`src/hw/llac_pkg.sv`:
```
// Constants and types shared by the loopback and alarm control block
package llac_pkg;
  // Clock and timing
  localparam int unsigned CLK_HZ        = 200_000_000;
  localparam int unsigned TICK_US       = 1000;
  localparam int unsigned TICK_CYC_DEF  = CLK_HZ / 1_000_000 * TICK_US;
  localparam int unsigned QUAL_TIME_S   = 5;
  localparam int unsigned QUAL_TICK_DEF = QUAL_TIME_S * 1_000_000 / TICK_US;
  localparam int unsigned TICK_W        = 18;
  localparam int unsigned QUAL_W        = 13;

  // Pattern window: one T1 frame of bits
  localparam logic [7:0] FRAME_BITS = 8'hC1;
  localparam logic [3:0] MISS_MAX   = 4'h4;
  localparam logic [3:0] MISS_SAT   = 4'hF;
  localparam logic [7:0] ONES5_LO   = 8'h24;
  localparam logic [7:0] ONES5_HI   = 8'h2A;
  localparam logic [7:0] ONES3_LO   = 8'h3E;
  localparam logic [7:0] ONES3_HI   = 8'h43;
  localparam int unsigned PER5      = 5;
  localparam int unsigned PER3      = 3;

  // Side indices
  localparam int unsigned SIDE_LINE = 0;
  localparam int unsigned SIDE_CPE  = 1;

  // Register map
  localparam int unsigned AW         = 8;
  localparam logic [7:0] REG_CTRL    = 8'h00;
  localparam logic [7:0] REG_STATE   = 8'h04;
  localparam logic [7:0] REG_STATUS  = 8'h08;
  localparam logic [7:0] REG_IRQ_EN  = 8'h0C;
  localparam logic [7:0] REG_IRQ_CLR = 8'h10;
  localparam logic [1:0] CTRL_RST    = 2'h3;
  localparam int unsigned EV_W       = 6;

  // Status bit positions
  localparam int unsigned EV_LINE_ON  = 0;
  localparam int unsigned EV_LINE_OFF = 1;
  localparam int unsigned EV_CPE_ON   = 2;
  localparam int unsigned EV_CPE_OFF  = 3;
  localparam int unsigned EV_LINE_LOS = 4;
  localparam int unsigned EV_CPE_LOS  = 5;

  typedef enum logic {
    LLAC_OPEN   = 1'b0,
    LLAC_LOOPED = 1'b1
  } llac_loop_e;

  typedef struct packed {
    logic [4:0]        hist;
    logic [7:0]        bitCnt;
    logic [7:0]        ones;
    logic [3:0]        miss5;
    logic [3:0]        miss3;
    logic              run5;
    logic              run3;
    logic [QUAL_W-1:0] qual5;
    logic [QUAL_W-1:0] qual3;
    llac_loop_e        loop;
  } llac_side_s;

  typedef struct packed {
    logic [AW-1:0] addr;
    logic [31:0]   wdata;
    logic          wr;
    logic          rd;
  } llac_bus_s;

  typedef struct packed {
    logic syncLamp;
    logic lineSignalLossLamp;
    logic cpeSignalLossLamp;
    logic lineManualLoopLamp;
    logic lineRemoteLoopLamp;
    logic cpeManualLoopLamp;
    logic cpeRemoteLoopLamp;
  } llac_lamp_s;
endpackage

```
`src/hw/llac_line_loop.sv`:
```
// Loopback, pattern detection and alarm lamp control between line and CPE
`timescale 1ns/1ps
// Operation
// - Line loop: line data back to line, all ones to CPE, CPE input ignored
// - Line switch on with CPE switch off holds manual line loop and lights its lamp
// - Five seconds of one-in-five from line closes remote line loop, lamp on
// - Five seconds of one-in-three from same side opens remote loop, lamp off
// - Pattern detectors work unframed or inside SF and ESF framing
// - CPE loop: CPE data back to CPE, all ones to line, line input ignored
// - CPE switch on with line switch off lights its lamp and holds manual CPE loop unless the line loop is closed
// - Five seconds of one-in-five from CPE closes remote CPE loop, lamp on
// - Position 6 up, 7 down is line loop; 6 down, 7 up is CPE loop
// - Sync lamp only while both sides carry signal
// - Line loss lamp while line signal is lost
// - CPE loss lamp while CPE signal is lost
// - Outside loops, data passes unaltered in both directions
module llac_line_loop #(
  parameter int unsigned TickCycles = llac_pkg::TICK_CYC_DEF,
  parameter int unsigned QualTicks  = llac_pkg::QUAL_TICK_DEF
) (
  input  wire logic               clock,
  input  wire logic               sys_rst,
  input  wire logic               lineRxBit,
  input  wire logic               lineRxEn,
  input  wire logic               cpeRxBit,
  input  wire logic               cpeRxEn,
  input  wire logic               lineSignalOk,
  input  wire logic               cpeSignalOk,
  input  wire logic               lineLoopSwitch,
  input  wire logic               cpeLoopSwitch,
  output logic                    lineTxBit,
  output logic                    lineTxEn,
  output logic                    cpeTxBit,
  output logic                    cpeTxEn,
  output llac_pkg::llac_lamp_s    lamps,
  input  wire logic [llac_pkg::AW-1:0] regAddr,
  input  wire logic [31:0]        regWdata,
  input  wire logic               regWr,
  input  wire logic               regRd,
  output logic [31:0]             regRdata,
  output logic                    irq
);
  import llac_pkg::*;

  typedef struct packed {
    llac_side_s [1:0]  side;
    logic [TICK_W-1:0] tickCnt;
    logic [1:0]        ctrl;
    logic [EV_W-1:0]   status;
    logic [EV_W-1:0]   irqEn;
    logic [1:0]        losPrev;
    logic              lineTxBit;
    logic              lineTxEn;
    logic              cpeTxBit;
    logic              cpeTxEn;
    llac_lamp_s        lamps;
    logic [31:0]       rdata;
    logic              irq;
  } llac_state_s;

  llac_state_s st_r;
  llac_state_s st_nxt;

  llac_bus_s bus;
  assign bus = '{addr: regAddr, wdata: regWdata, wr: regWr, rd: regRd};

  logic [1:0] rxBit;
  logic [1:0] rxEn;
  assign rxBit = {cpeRxBit, lineRxBit};
  assign rxEn  = {cpeRxEn, lineRxEn};

  always_comb begin
    logic             tick;
    logic             b;
    logic             m5;
    logic             m3;
    logic [3:0]       mi5;
    logic [3:0]       mi3;
    logic [7:0]       on;
    logic             pass5;
    logic             pass3;
    logic             lineMan;
    logic             cpeMan;
    logic             lineLoop;
    logic             cpeLoop;
    logic [EV_W-1:0]  ev;
    logic [1:0]       los;
    logic [1:0]       bitIn;
    tick     = 1'b0;
    b        = 1'b0;
    m5       = 1'b0;
    m3       = 1'b0;
    mi5      = '0;
    mi3      = '0;
    on       = '0;
    pass5    = 1'b0;
    pass3    = 1'b0;
    ev       = '0;
    lineMan  = 1'b0;
    cpeMan   = 1'b0;
    lineLoop = 1'b0;
    cpeLoop  = 1'b0;
    los      = '0;
    bitIn    = rxBit;
    st_nxt   = st_r;

    // Millisecond enable for the qualification timers
    if (st_r.tickCnt == TICK_W'(TickCycles - 1)) begin
      st_nxt.tickCnt = '0;
      tick           = 1'b1;
    end else begin
      st_nxt.tickCnt = st_r.tickCnt + 1'b1;
    end

    for (int i = 0; i < 2; i++) begin
      if (rxEn[i]) begin
        b   = bitIn[i];
        m5  = b != st_r.side[i].hist[PER5-1];
        m3  = b != st_r.side[i].hist[PER3-1];
        mi5 = (st_r.side[i].miss5 == MISS_SAT) ? MISS_SAT : st_r.side[i].miss5 + 4'(m5);
        mi3 = (st_r.side[i].miss3 == MISS_SAT) ? MISS_SAT : st_r.side[i].miss3 + 4'(m3);
        on  = st_r.side[i].ones + 8'(b);
        st_nxt.side[i].hist = {st_r.side[i].hist[3:0], b};
        st_nxt.side[i].miss5 = mi5;
        st_nxt.side[i].miss3 = mi3;
        st_nxt.side[i].ones  = on;
        // Framing bits cost a few mismatches per frame; tolerate them
        if (st_r.side[i].bitCnt == FRAME_BITS - 8'h01) begin
          pass5 = mi5 <= MISS_MAX && on >= ONES5_LO && on <= ONES5_HI;
          pass3 = mi3 <= MISS_MAX && on >= ONES3_LO && on <= ONES3_HI;
          st_nxt.side[i].run5   = pass5;
          st_nxt.side[i].run3   = pass3;
          st_nxt.side[i].bitCnt = '0;
          st_nxt.side[i].miss5  = '0;
          st_nxt.side[i].miss3  = '0;
          st_nxt.side[i].ones   = '0;
          if (!pass5) st_nxt.side[i].qual5 = '0;
          if (!pass3) st_nxt.side[i].qual3 = '0;
        end else begin
          st_nxt.side[i].bitCnt = st_r.side[i].bitCnt + 8'h01;
          if (mi5 > MISS_MAX) begin
            st_nxt.side[i].run5  = 1'b0;
            st_nxt.side[i].qual5 = '0;
          end
          if (mi3 > MISS_MAX) begin
            st_nxt.side[i].run3  = 1'b0;
            st_nxt.side[i].qual3 = '0;
          end
        end
      end
      if (tick && st_nxt.side[i].run5 && st_r.side[i].qual5 != QUAL_W'(QualTicks)) begin
        st_nxt.side[i].qual5 = st_r.side[i].qual5 + 1'b1;
      end
      if (tick && st_nxt.side[i].run3 && st_r.side[i].qual3 != QUAL_W'(QualTicks)) begin
        st_nxt.side[i].qual3 = st_r.side[i].qual3 + 1'b1;
      end
      unique case (st_r.side[i].loop)
        LLAC_OPEN: begin
          if (st_r.side[i].qual5 == QUAL_W'(QualTicks) && st_r.ctrl[i]) begin
            st_nxt.side[i].loop  = LLAC_LOOPED;
            st_nxt.side[i].qual3 = '0;
            ev[2*i]              = 1'b1;
          end
        end
        LLAC_LOOPED: begin
          if (st_r.side[i].qual3 == QUAL_W'(QualTicks) || !st_r.ctrl[i]) begin
            st_nxt.side[i].loop  = LLAC_OPEN;
            st_nxt.side[i].qual5 = '0;
            ev[2*i+1]            = 1'b1;
          end
        end
      endcase
    end

    lineMan  = lineLoopSwitch && !cpeLoopSwitch;
    cpeMan   = cpeLoopSwitch && !lineLoopSwitch;
    lineLoop = lineMan || st_r.side[SIDE_LINE].loop == LLAC_LOOPED;
    cpeLoop  = !lineLoop && (cpeMan || st_r.side[SIDE_CPE].loop == LLAC_LOOPED);

    // Data path, paced by the strobe of the side the bit comes from
    if (lineLoop) begin
      st_nxt.lineTxBit = lineRxBit;
      st_nxt.lineTxEn  = lineRxEn;
      st_nxt.cpeTxBit  = 1'b1;
      st_nxt.cpeTxEn   = lineRxEn;
    end else if (cpeLoop) begin
      st_nxt.cpeTxBit  = cpeRxBit;
      st_nxt.cpeTxEn   = cpeRxEn;
      st_nxt.lineTxBit = 1'b1;
      st_nxt.lineTxEn  = cpeRxEn;
    end else begin
      st_nxt.lineTxBit = cpeRxBit;
      st_nxt.lineTxEn  = cpeRxEn;
      st_nxt.cpeTxBit  = lineRxBit;
      st_nxt.cpeTxEn   = lineRxEn;
    end

    los = {!cpeSignalOk, !lineSignalOk};
    st_nxt.losPrev = los;
    ev[EV_LINE_LOS] = los[SIDE_LINE] && !st_r.losPrev[SIDE_LINE];
    ev[EV_CPE_LOS]  = los[SIDE_CPE] && !st_r.losPrev[SIDE_CPE];

    st_nxt.lamps.syncLamp           = lineSignalOk && cpeSignalOk;
    st_nxt.lamps.lineSignalLossLamp = los[SIDE_LINE];
    st_nxt.lamps.cpeSignalLossLamp  = los[SIDE_CPE];
    st_nxt.lamps.lineManualLoopLamp = lineMan;
    st_nxt.lamps.cpeManualLoopLamp  = cpeMan;
    st_nxt.lamps.lineRemoteLoopLamp = st_nxt.side[SIDE_LINE].loop == LLAC_LOOPED;
    st_nxt.lamps.cpeRemoteLoopLamp  = st_nxt.side[SIDE_CPE].loop == LLAC_LOOPED;

    // Register writes; a new event wins over its clear
    if (bus.wr) begin
      unique case (bus.addr)
        REG_CTRL:    st_nxt.ctrl   = bus.wdata[1:0];
        REG_IRQ_EN:  st_nxt.irqEn  = bus.wdata[EV_W-1:0];
        REG_IRQ_CLR: st_nxt.status = st_r.status & ~bus.wdata[EV_W-1:0];
        default: ;
      endcase
    end
    st_nxt.status = st_nxt.status | ev;

    st_nxt.rdata = '0;
    if (bus.rd) begin
      unique case (bus.addr)
        REG_CTRL:   st_nxt.rdata = 32'(st_r.ctrl);
        REG_STATE:  st_nxt.rdata = 32'(st_r.lamps);
        REG_STATUS: st_nxt.rdata = 32'(st_r.status);
        REG_IRQ_EN: st_nxt.rdata = 32'(st_r.irqEn);
        default:    st_nxt.rdata = '0;
      endcase
    end
    st_nxt.irq = |(st_nxt.status & st_nxt.irqEn);
  end

  always_ff @(posedge clock or posedge sys_rst) begin
    if (sys_rst) begin
      st_r      <= '0;
      st_r.ctrl <= CTRL_RST;
    end else begin
      st_r <= st_nxt;
    end
  end

  assign lineTxBit = st_r.lineTxBit;
  assign lineTxEn  = st_r.lineTxEn;
  assign cpeTxBit  = st_r.cpeTxBit;
  assign cpeTxEn   = st_r.cpeTxEn;
  assign lamps     = st_r.lamps;
  assign regRdata  = st_r.rdata;
  assign irq       = st_r.irq;
endmodule // llac_line_loop

```
`config.mk`:
```
export PLATFORM = sky130hd
export DESIGN_NAME = llac_line_loop
export DESIGN_NICKNAME = d
export VERILOG_FILES = /design/src/hw/llac_pkg.sv /design/src/hw/llac_line_loop.sv
export SDC_FILE = /design/constraint.sdc
export NUM_CORES = 1
export LEC_CHECK = 0
export ABC_AREA = 1
export BUFFER_PORTS_ARGS = -buffer_cell sky130_fd_sc_hd__buf_4
export CORE_MARGIN = 2
export CORE_UTILIZATION = 65
export CTS_BUF_LIST = sky130_fd_sc_hd__clkbuf_16
export CTS_CLUSTER_DIAMETER = 60
export DETAILED_ROUTE_END_ITERATION = 12
export PLACE_DENSITY_LB_ADDON = 0.05
export SYNTH_ARGS = -nofsm -noshare
export SYNTH_HDL_FRONTEND = slang
export SYNTH_SLANG_ARGS = --single-unit
```
`constraint.sdc`:
```
create_clock -name clock -period 7.45 [get_ports clock]
set_input_delay 0.745 -clock clock [delete_from_list [all_inputs] [get_ports clock]]
set_output_delay 0.745 -clock clock [all_outputs]
set_load 0.02 [all_outputs]
```
==> impl_metrics.toml, run 1 <==
[timing]
worstMarginPinSlew_ns = 0.980
slew_headroom_pct = 34.6
rsz0062_at_grt = "no"
slew_viol_final = 0
fmax_mhz = 367
min_period_ns = 2.73
timing.final.crit_share_pct = 36.6
fin_setup_tns_ns = 0
finClkSkew_ns = 0.00835
setup_viol = 0
hold_viol = 0

[logic_synthesis]
yosys.area_share.xor_xnor_pct = 4.98
synth_top_family_by_area = "simple AND/OR/NAND/NOR gates"
yosysUniqueCellTypes = 48
syn-cell-area_sq_um = 9680
synth_edf_count = 0
seq_area_frac_synth_pct = 42.7
avgSynthCellArea_sq_um = 7.41
asyncSetResetFlopFracSynth_pct = 100
synth_flop_cell = "dfrtp_1"
synthCells = 1307
yosysWarnings = 0
synth-compound-area-share_pct = 7.07
synthAdderAreaFrac_pct = 3.36
synthMuxAreaShare_pct = 0
ys_ff_latch = 165
synth-simple-area-share_pct = 30.3

[die]
dieArea_sq_um = 15900
io_pins = 96
start_util_pct = 66.6
placementRows = 44
die_w_microns = 126
core_area_sq_um = 14500
die_h_microns = 126

[clocking]
clk-insertion-delay-late_ns = 0.44
htree_levels = 4
cts_sinks = 165
clk_pin_slew_ns = 0.07
cts_resized = 0
postCtsHoldBufs = 0
root_buffer = "clkbuf_16"
cts_tree = "yes"
post_cts_buffers = 0
cts_buffer_depth = 2
cts-buffers-inserted = 17

[drt]
drt-total-wl_microns = 19000
post_drt_wl_per_cell_microns = 12.4
ant_nets = 0
vias_per_cell = 5.23
vias = 8001
route.detailed.drc = 0
drtIter0Drc = 537
drt_pass1_iterations = 5

[worst_setup_path]
path_max_fanout = 26
endpoint_kind = "flop"
critical_path_class = "in -> reg"
startpoint_type = "input pin"
crit_arrival_ns = 3.04
cp.required_ns = 7.77
reg2reg_slack_ns = 4.80

[finish]
drive_gt1_share_pct = 7.95
layout.cells.non_filler = 1530
final_nets = 1411
final_common_cell = "nand2_1"
diodes = 0
syn2layout_area_growth_pct = 8.65
final_cell_mix = "358 x nand2_1, 177 x inv_1, 163 x dfrtp_1, 152 x nor2_1, 86 x nand3_1"
fillCellCount = 1161

[global_route]
grt.overflow.total = 0
grt_first_pass_wirelength_microns = 33600
grt_pass1_vias = 7619
grt_max_degree = 88
antenna_found_initial = 0
grtUsageTotal_pct = 25.4

[place]
dp_hpwl_microns = 12900
dp.cells = 1498
routabilityCongestion = 0.845
io_buffer_count = 44

[power]
p_per_area_nw_per_um2 = 239
ir_worst_vdd_mv = 0.191
power_leakage_nw = 5.71

[run_status]
status = "completed"

[hold_path]
hold_path_class = "in -> async"

[flow_run]
drv_cap = 0
[routing by layer]
metal,vias up,routed length (microns),share of wire (%),track usage (%)
li1,4104,-,-,-
met1,3699,8710,46,33.0
met2,165,9100,48,43.0
met3,33,786,4.1,5.14
met4,0,367,1.9,8.34
met5,-,0,0,0
[path summary, 6_finish.rpt]
path,startpoint,to,cells after the start
worst min-delay path,sys_rst,st_r[187],2
max in group asynchronous,sys_rst,st_r[87],3
min in group clock,cpeSignalOk,lamps[4],2
worst max register to register,st_r[193],st_r[158],10
worst min register to register,st_r[130],st_r[130],1
worst max-delay path,cpeRxBit,st_r[158],11
[critical path, stage by stage]
cell and delay [ns]:
buf_4 0.14, xor2_1 0.17, ha_1 0.20, ha_1 0.19
or2_1 0.21, a21oi_1 0.15, o21ai_0 0.12, nand2_1 0.16
nand4_2 0.53, a21oi_1 0.34, nor2_1 0.08
[cell type report]
| cell class | instances | area (sq um) | share of cell area, % |
|---|---|---|---|
| clock buffers | 17 | 425 | 4.04 |
| repair buffers | 47 | 353 | 3.35 |
| inverters | 186 | 703 | 6.68 |
| well taps | 184 | 230 | 2.19 |
| multi-input cells | 916 | 4520 | 43.0 |
| clock inverters | 15 | 158 | 1.50 |
| flip-flops and latches | 165 | 4130 | 39.3 |
[per-stage QoR]
stage	worst slack [ns]	hold WS [ns]	utilization (%)	cell area (sq um)	power, mW
floorplan	2.25	0.433	-	9770	1.54
global placement	4.31	0.450	68.4	9940	1.64
detailed placement	4.27	0.458	68.4	9940	1.65
CTS	4.72	0.455	72.4	10500	2.53
global route	4.48	0.462	72.4	10500	2.67
finish	4.72	0.437	72.4	10500	2.51
[cells in the mapped netlist (9+ instances only)]
master,number,share of area (%)
o22ai_1,11,0.71
nand4_1,18,1.2
a21oi_1,33,1.7
inv_1,178,6.9
xor2_1,45,4.1
o21ai_0,51,2.6
nand3b_1,9,0.70
nand3_1,86,4.4
dfrtp_1,163,42
ha_1,26,3.4
buf_4,43,3.3
nor2_1,152,5.9
o21ai_1,10,0.52
nor3_1,31,1.6
clkbuf_1,12,0.47
xnor2_1,10,0.90
nand2_1,358,14
[cells by family after synthesis]
| logic type | count (synthesis) |
|---|---|
| compound gates | 124 |
| xor+xnor | 55 |
| fa+ha+maj | 26 |
| buf+inv | 250 |
| flops | 165 |
| other cells | 1 |
| simple gates | 686 |
[flip-flops by register name, summed over array words and instances, names as in the netlist]
name,count
irq,1
cpeTxBit,1
lineTxBit,1
st_r,147
cpeTxEn,1
lineTxEn,1
regRdata,7
lamps,6
[report_power, final]
group / switching [mW] / internal, mW
sequential: 0.103 / 1.01
combinational: 0.335 / 0.190
clock: 0.378 / 0.493
total: 0.817 / 1.70
Power figures use the tool's default switching activity.
==> run 2: changes to the inputs <==
- CORE_UTILIZATION: 65 -> 54
- clock period: 7.45 -> 2.4 ns (I/O delays scaled with it)
==> impl_metrics.toml, run 2 (synthesis gave the netlist of run 1 again) <==
[global_route]
grt_pass1_vias = 7442
grt_first_pass_wirelength_microns = 34200
grt_max_degree = 57
grt.overflow.total = 0
grtUsageTotal_pct = 22.5
antenna_found_initial = 0

[worst_setup_path]
crit_start = "st_r[133]"
startpoint_type = "flop"
critPathMaxStageDelay_ns = 0.40
critical_path_class = "reg -> reg"
cp.required_ns = 2.76
worstPathCellList = "xor2_1 > ha_2 > ha_4 > inv_2 > nand2_2 > o21ai_2 > nand2_2 > nor2_2 > nand3_2 > nand2_4 > clkbuf_16 > nand3_1 > nand2_1 > nand2_1 > nor2_1"
critPathTopFamily = "simple AND/OR/NAND/NOR gates"
crit_arrival_ns = 2.67
endpoint_kind = "flop"
crit_slowest_cell = "dfrtp_1"
path_max_fanout = 7
rr_startpoint = "st_r[133]"
crit_buf_inv = 2
reg2reg_slack_ns = 0.1

[finish]
fillCellCount = 1566
multi_input_area_sq_um = 4740
drive_gt1_share_pct = 11.8
syn2layout_area_growth_pct = 15.4
final_nets = 1447
final_common_cell = "nand2_1"
largest_register_ffs = 147
largest_register = "st_r"
diodes = 0
final_cell_mix = "350 x nand2_1, 177 x inv_1, 163 x dfrtp_1, 146 x nor2_1, 82 x nand3_1"
layout.cells.non_filler = 1606
postLayoutCoreUtil_pct = 64.1
final-seq-area_sq_um = 4130

[clocking]
cts-buffers-inserted = 17
cts_tree = "yes"
clk_pin_slew_ns = 0.06
clk-insertion-delay-late_ns = 0.43
cts_buffer_depth = 2
cts_sinks = 165
root_buffer = "clkbuf_16"
htree_levels = 4

[drt]
ant_nets = 0
vias = 8102
drtIter0Drc = 410
post_drt_wl_per_cell_microns = 12.8
route.detailed.drc = 0
vias_per_cell = 5.04
drt-total-wl_microns = 20600
drt_pass1_iterations = 4

[power]
p_per_area_nw_per_um2 = 731
ir_worst_vdd_mv = 0.580
power_leakage_nw = 5.94

[die]
die_w_microns = 138
placementRows = 48
core_area_sq_um = 17400
die_h_microns = 138
start_util_pct = 55.6
io_pins = 96
dieArea_sq_um = 19000

[timing]
rsz0062_at_grt = "yes"
slew_viol_final = 0
timing.final.crit_share_pct = 95.9
finClkSkew_ns = 0.00840
slew_headroom_pct = 56.3
setup_viol = 0
fmax_mhz = 434
worstMarginPinSlew_ns = 0.650
min_period_ns = 2.30
hold_viol = 0

[place]
io_buffer_count = 44
dp.cells = 1556
routabilityCongestion = 0.856
dp_hpwl_microns = 13900

[hold_path]
min_from = "regWdata[2]"
hold_path_class = "in -> reg"

[flow_run]
drv_cap = 0

[run_status]
status = "completed"
-- run 2: final timing paths --
check,cells past startpoint,endpoint
worst max register to register,15,st_r[85]
min in group asynchronous,3,st_r[181]
worst max-delay path,15,st_r[85]
worst min-delay path,3,st_r[48]
max in group asynchronous,4,st_r[98]
worst min register to register,1,st_r[60]
-- run 2: final cells by class --
class / count / area share [%]
clock buffer: 17 / 3.81
sequential: 165 / 37.0
inverter: 186 / 6.28
timing repair buffer: 79 / 6.54
tap: 225 / 2.52
clock inverter: 14 / 1.45
multi-input combinational: 920 / 42.4
-- run 2: where the power goes --
group	internal [mW]	switching (mW)
registers	3.14	0.329
clock network	1.62	1.12
logic	0.778	1.17
total	5.54	2.62
-- run 2: through the flow --
step,setup TNS (ns),setup WS (ns),hold WS [ns],instance area (sq um),power [mW]
floorplan,0,0.0629,0.299,9780,4.77
global placement,0,0.0686,0.345,10200,5.19
detailed placement,0,0.0161,0.346,10200,5.22
CTS,0,0.0115,0.0678,10800,8.01
global route,-0.276,-0.0284,0.0691,11200,8.68
finish,0,0.0974,0.0875,11200,8.16
-- run 2: routing by layer --
layer | share of wire [%] | global-route usage [%] | vias to the layer above | routed length [microns]
li1 | - | - | 4198 | -
met1 | 48 | 30.5 | 3779 | 9900
met2 | 48 | 36.5 | 103 | 9820
met3 | 2.9 | 4.42 | 22 | 588
met4 | 1.4 | 6.92 | 0 | 281
met5 | 0 | 0 | - | 0
-- run 2: what timing repair did --
| action | CTS | global route |
|---|---|---|
| resized for setup | 0 | 45 |
| endpoints found under the hold margin | 24 | 0 |
| endpoints found under the setup margin | 0 | 51 |
| hold buffers | 6 | 0 |
| buffers inserted | 0 | 7 |
-- run 2: worst register-to-register path: cells and delay by family (launching register included) --
kind | cells | cell delay [ns]
compound gates | 1 | 0.16
fa+ha+maj | 2 | 0.45
xor+xnor | 1 | 0.19
buf+inv | 2 | 0.23
simple gates | 9 | 0.82
flops | 1 | 0.40
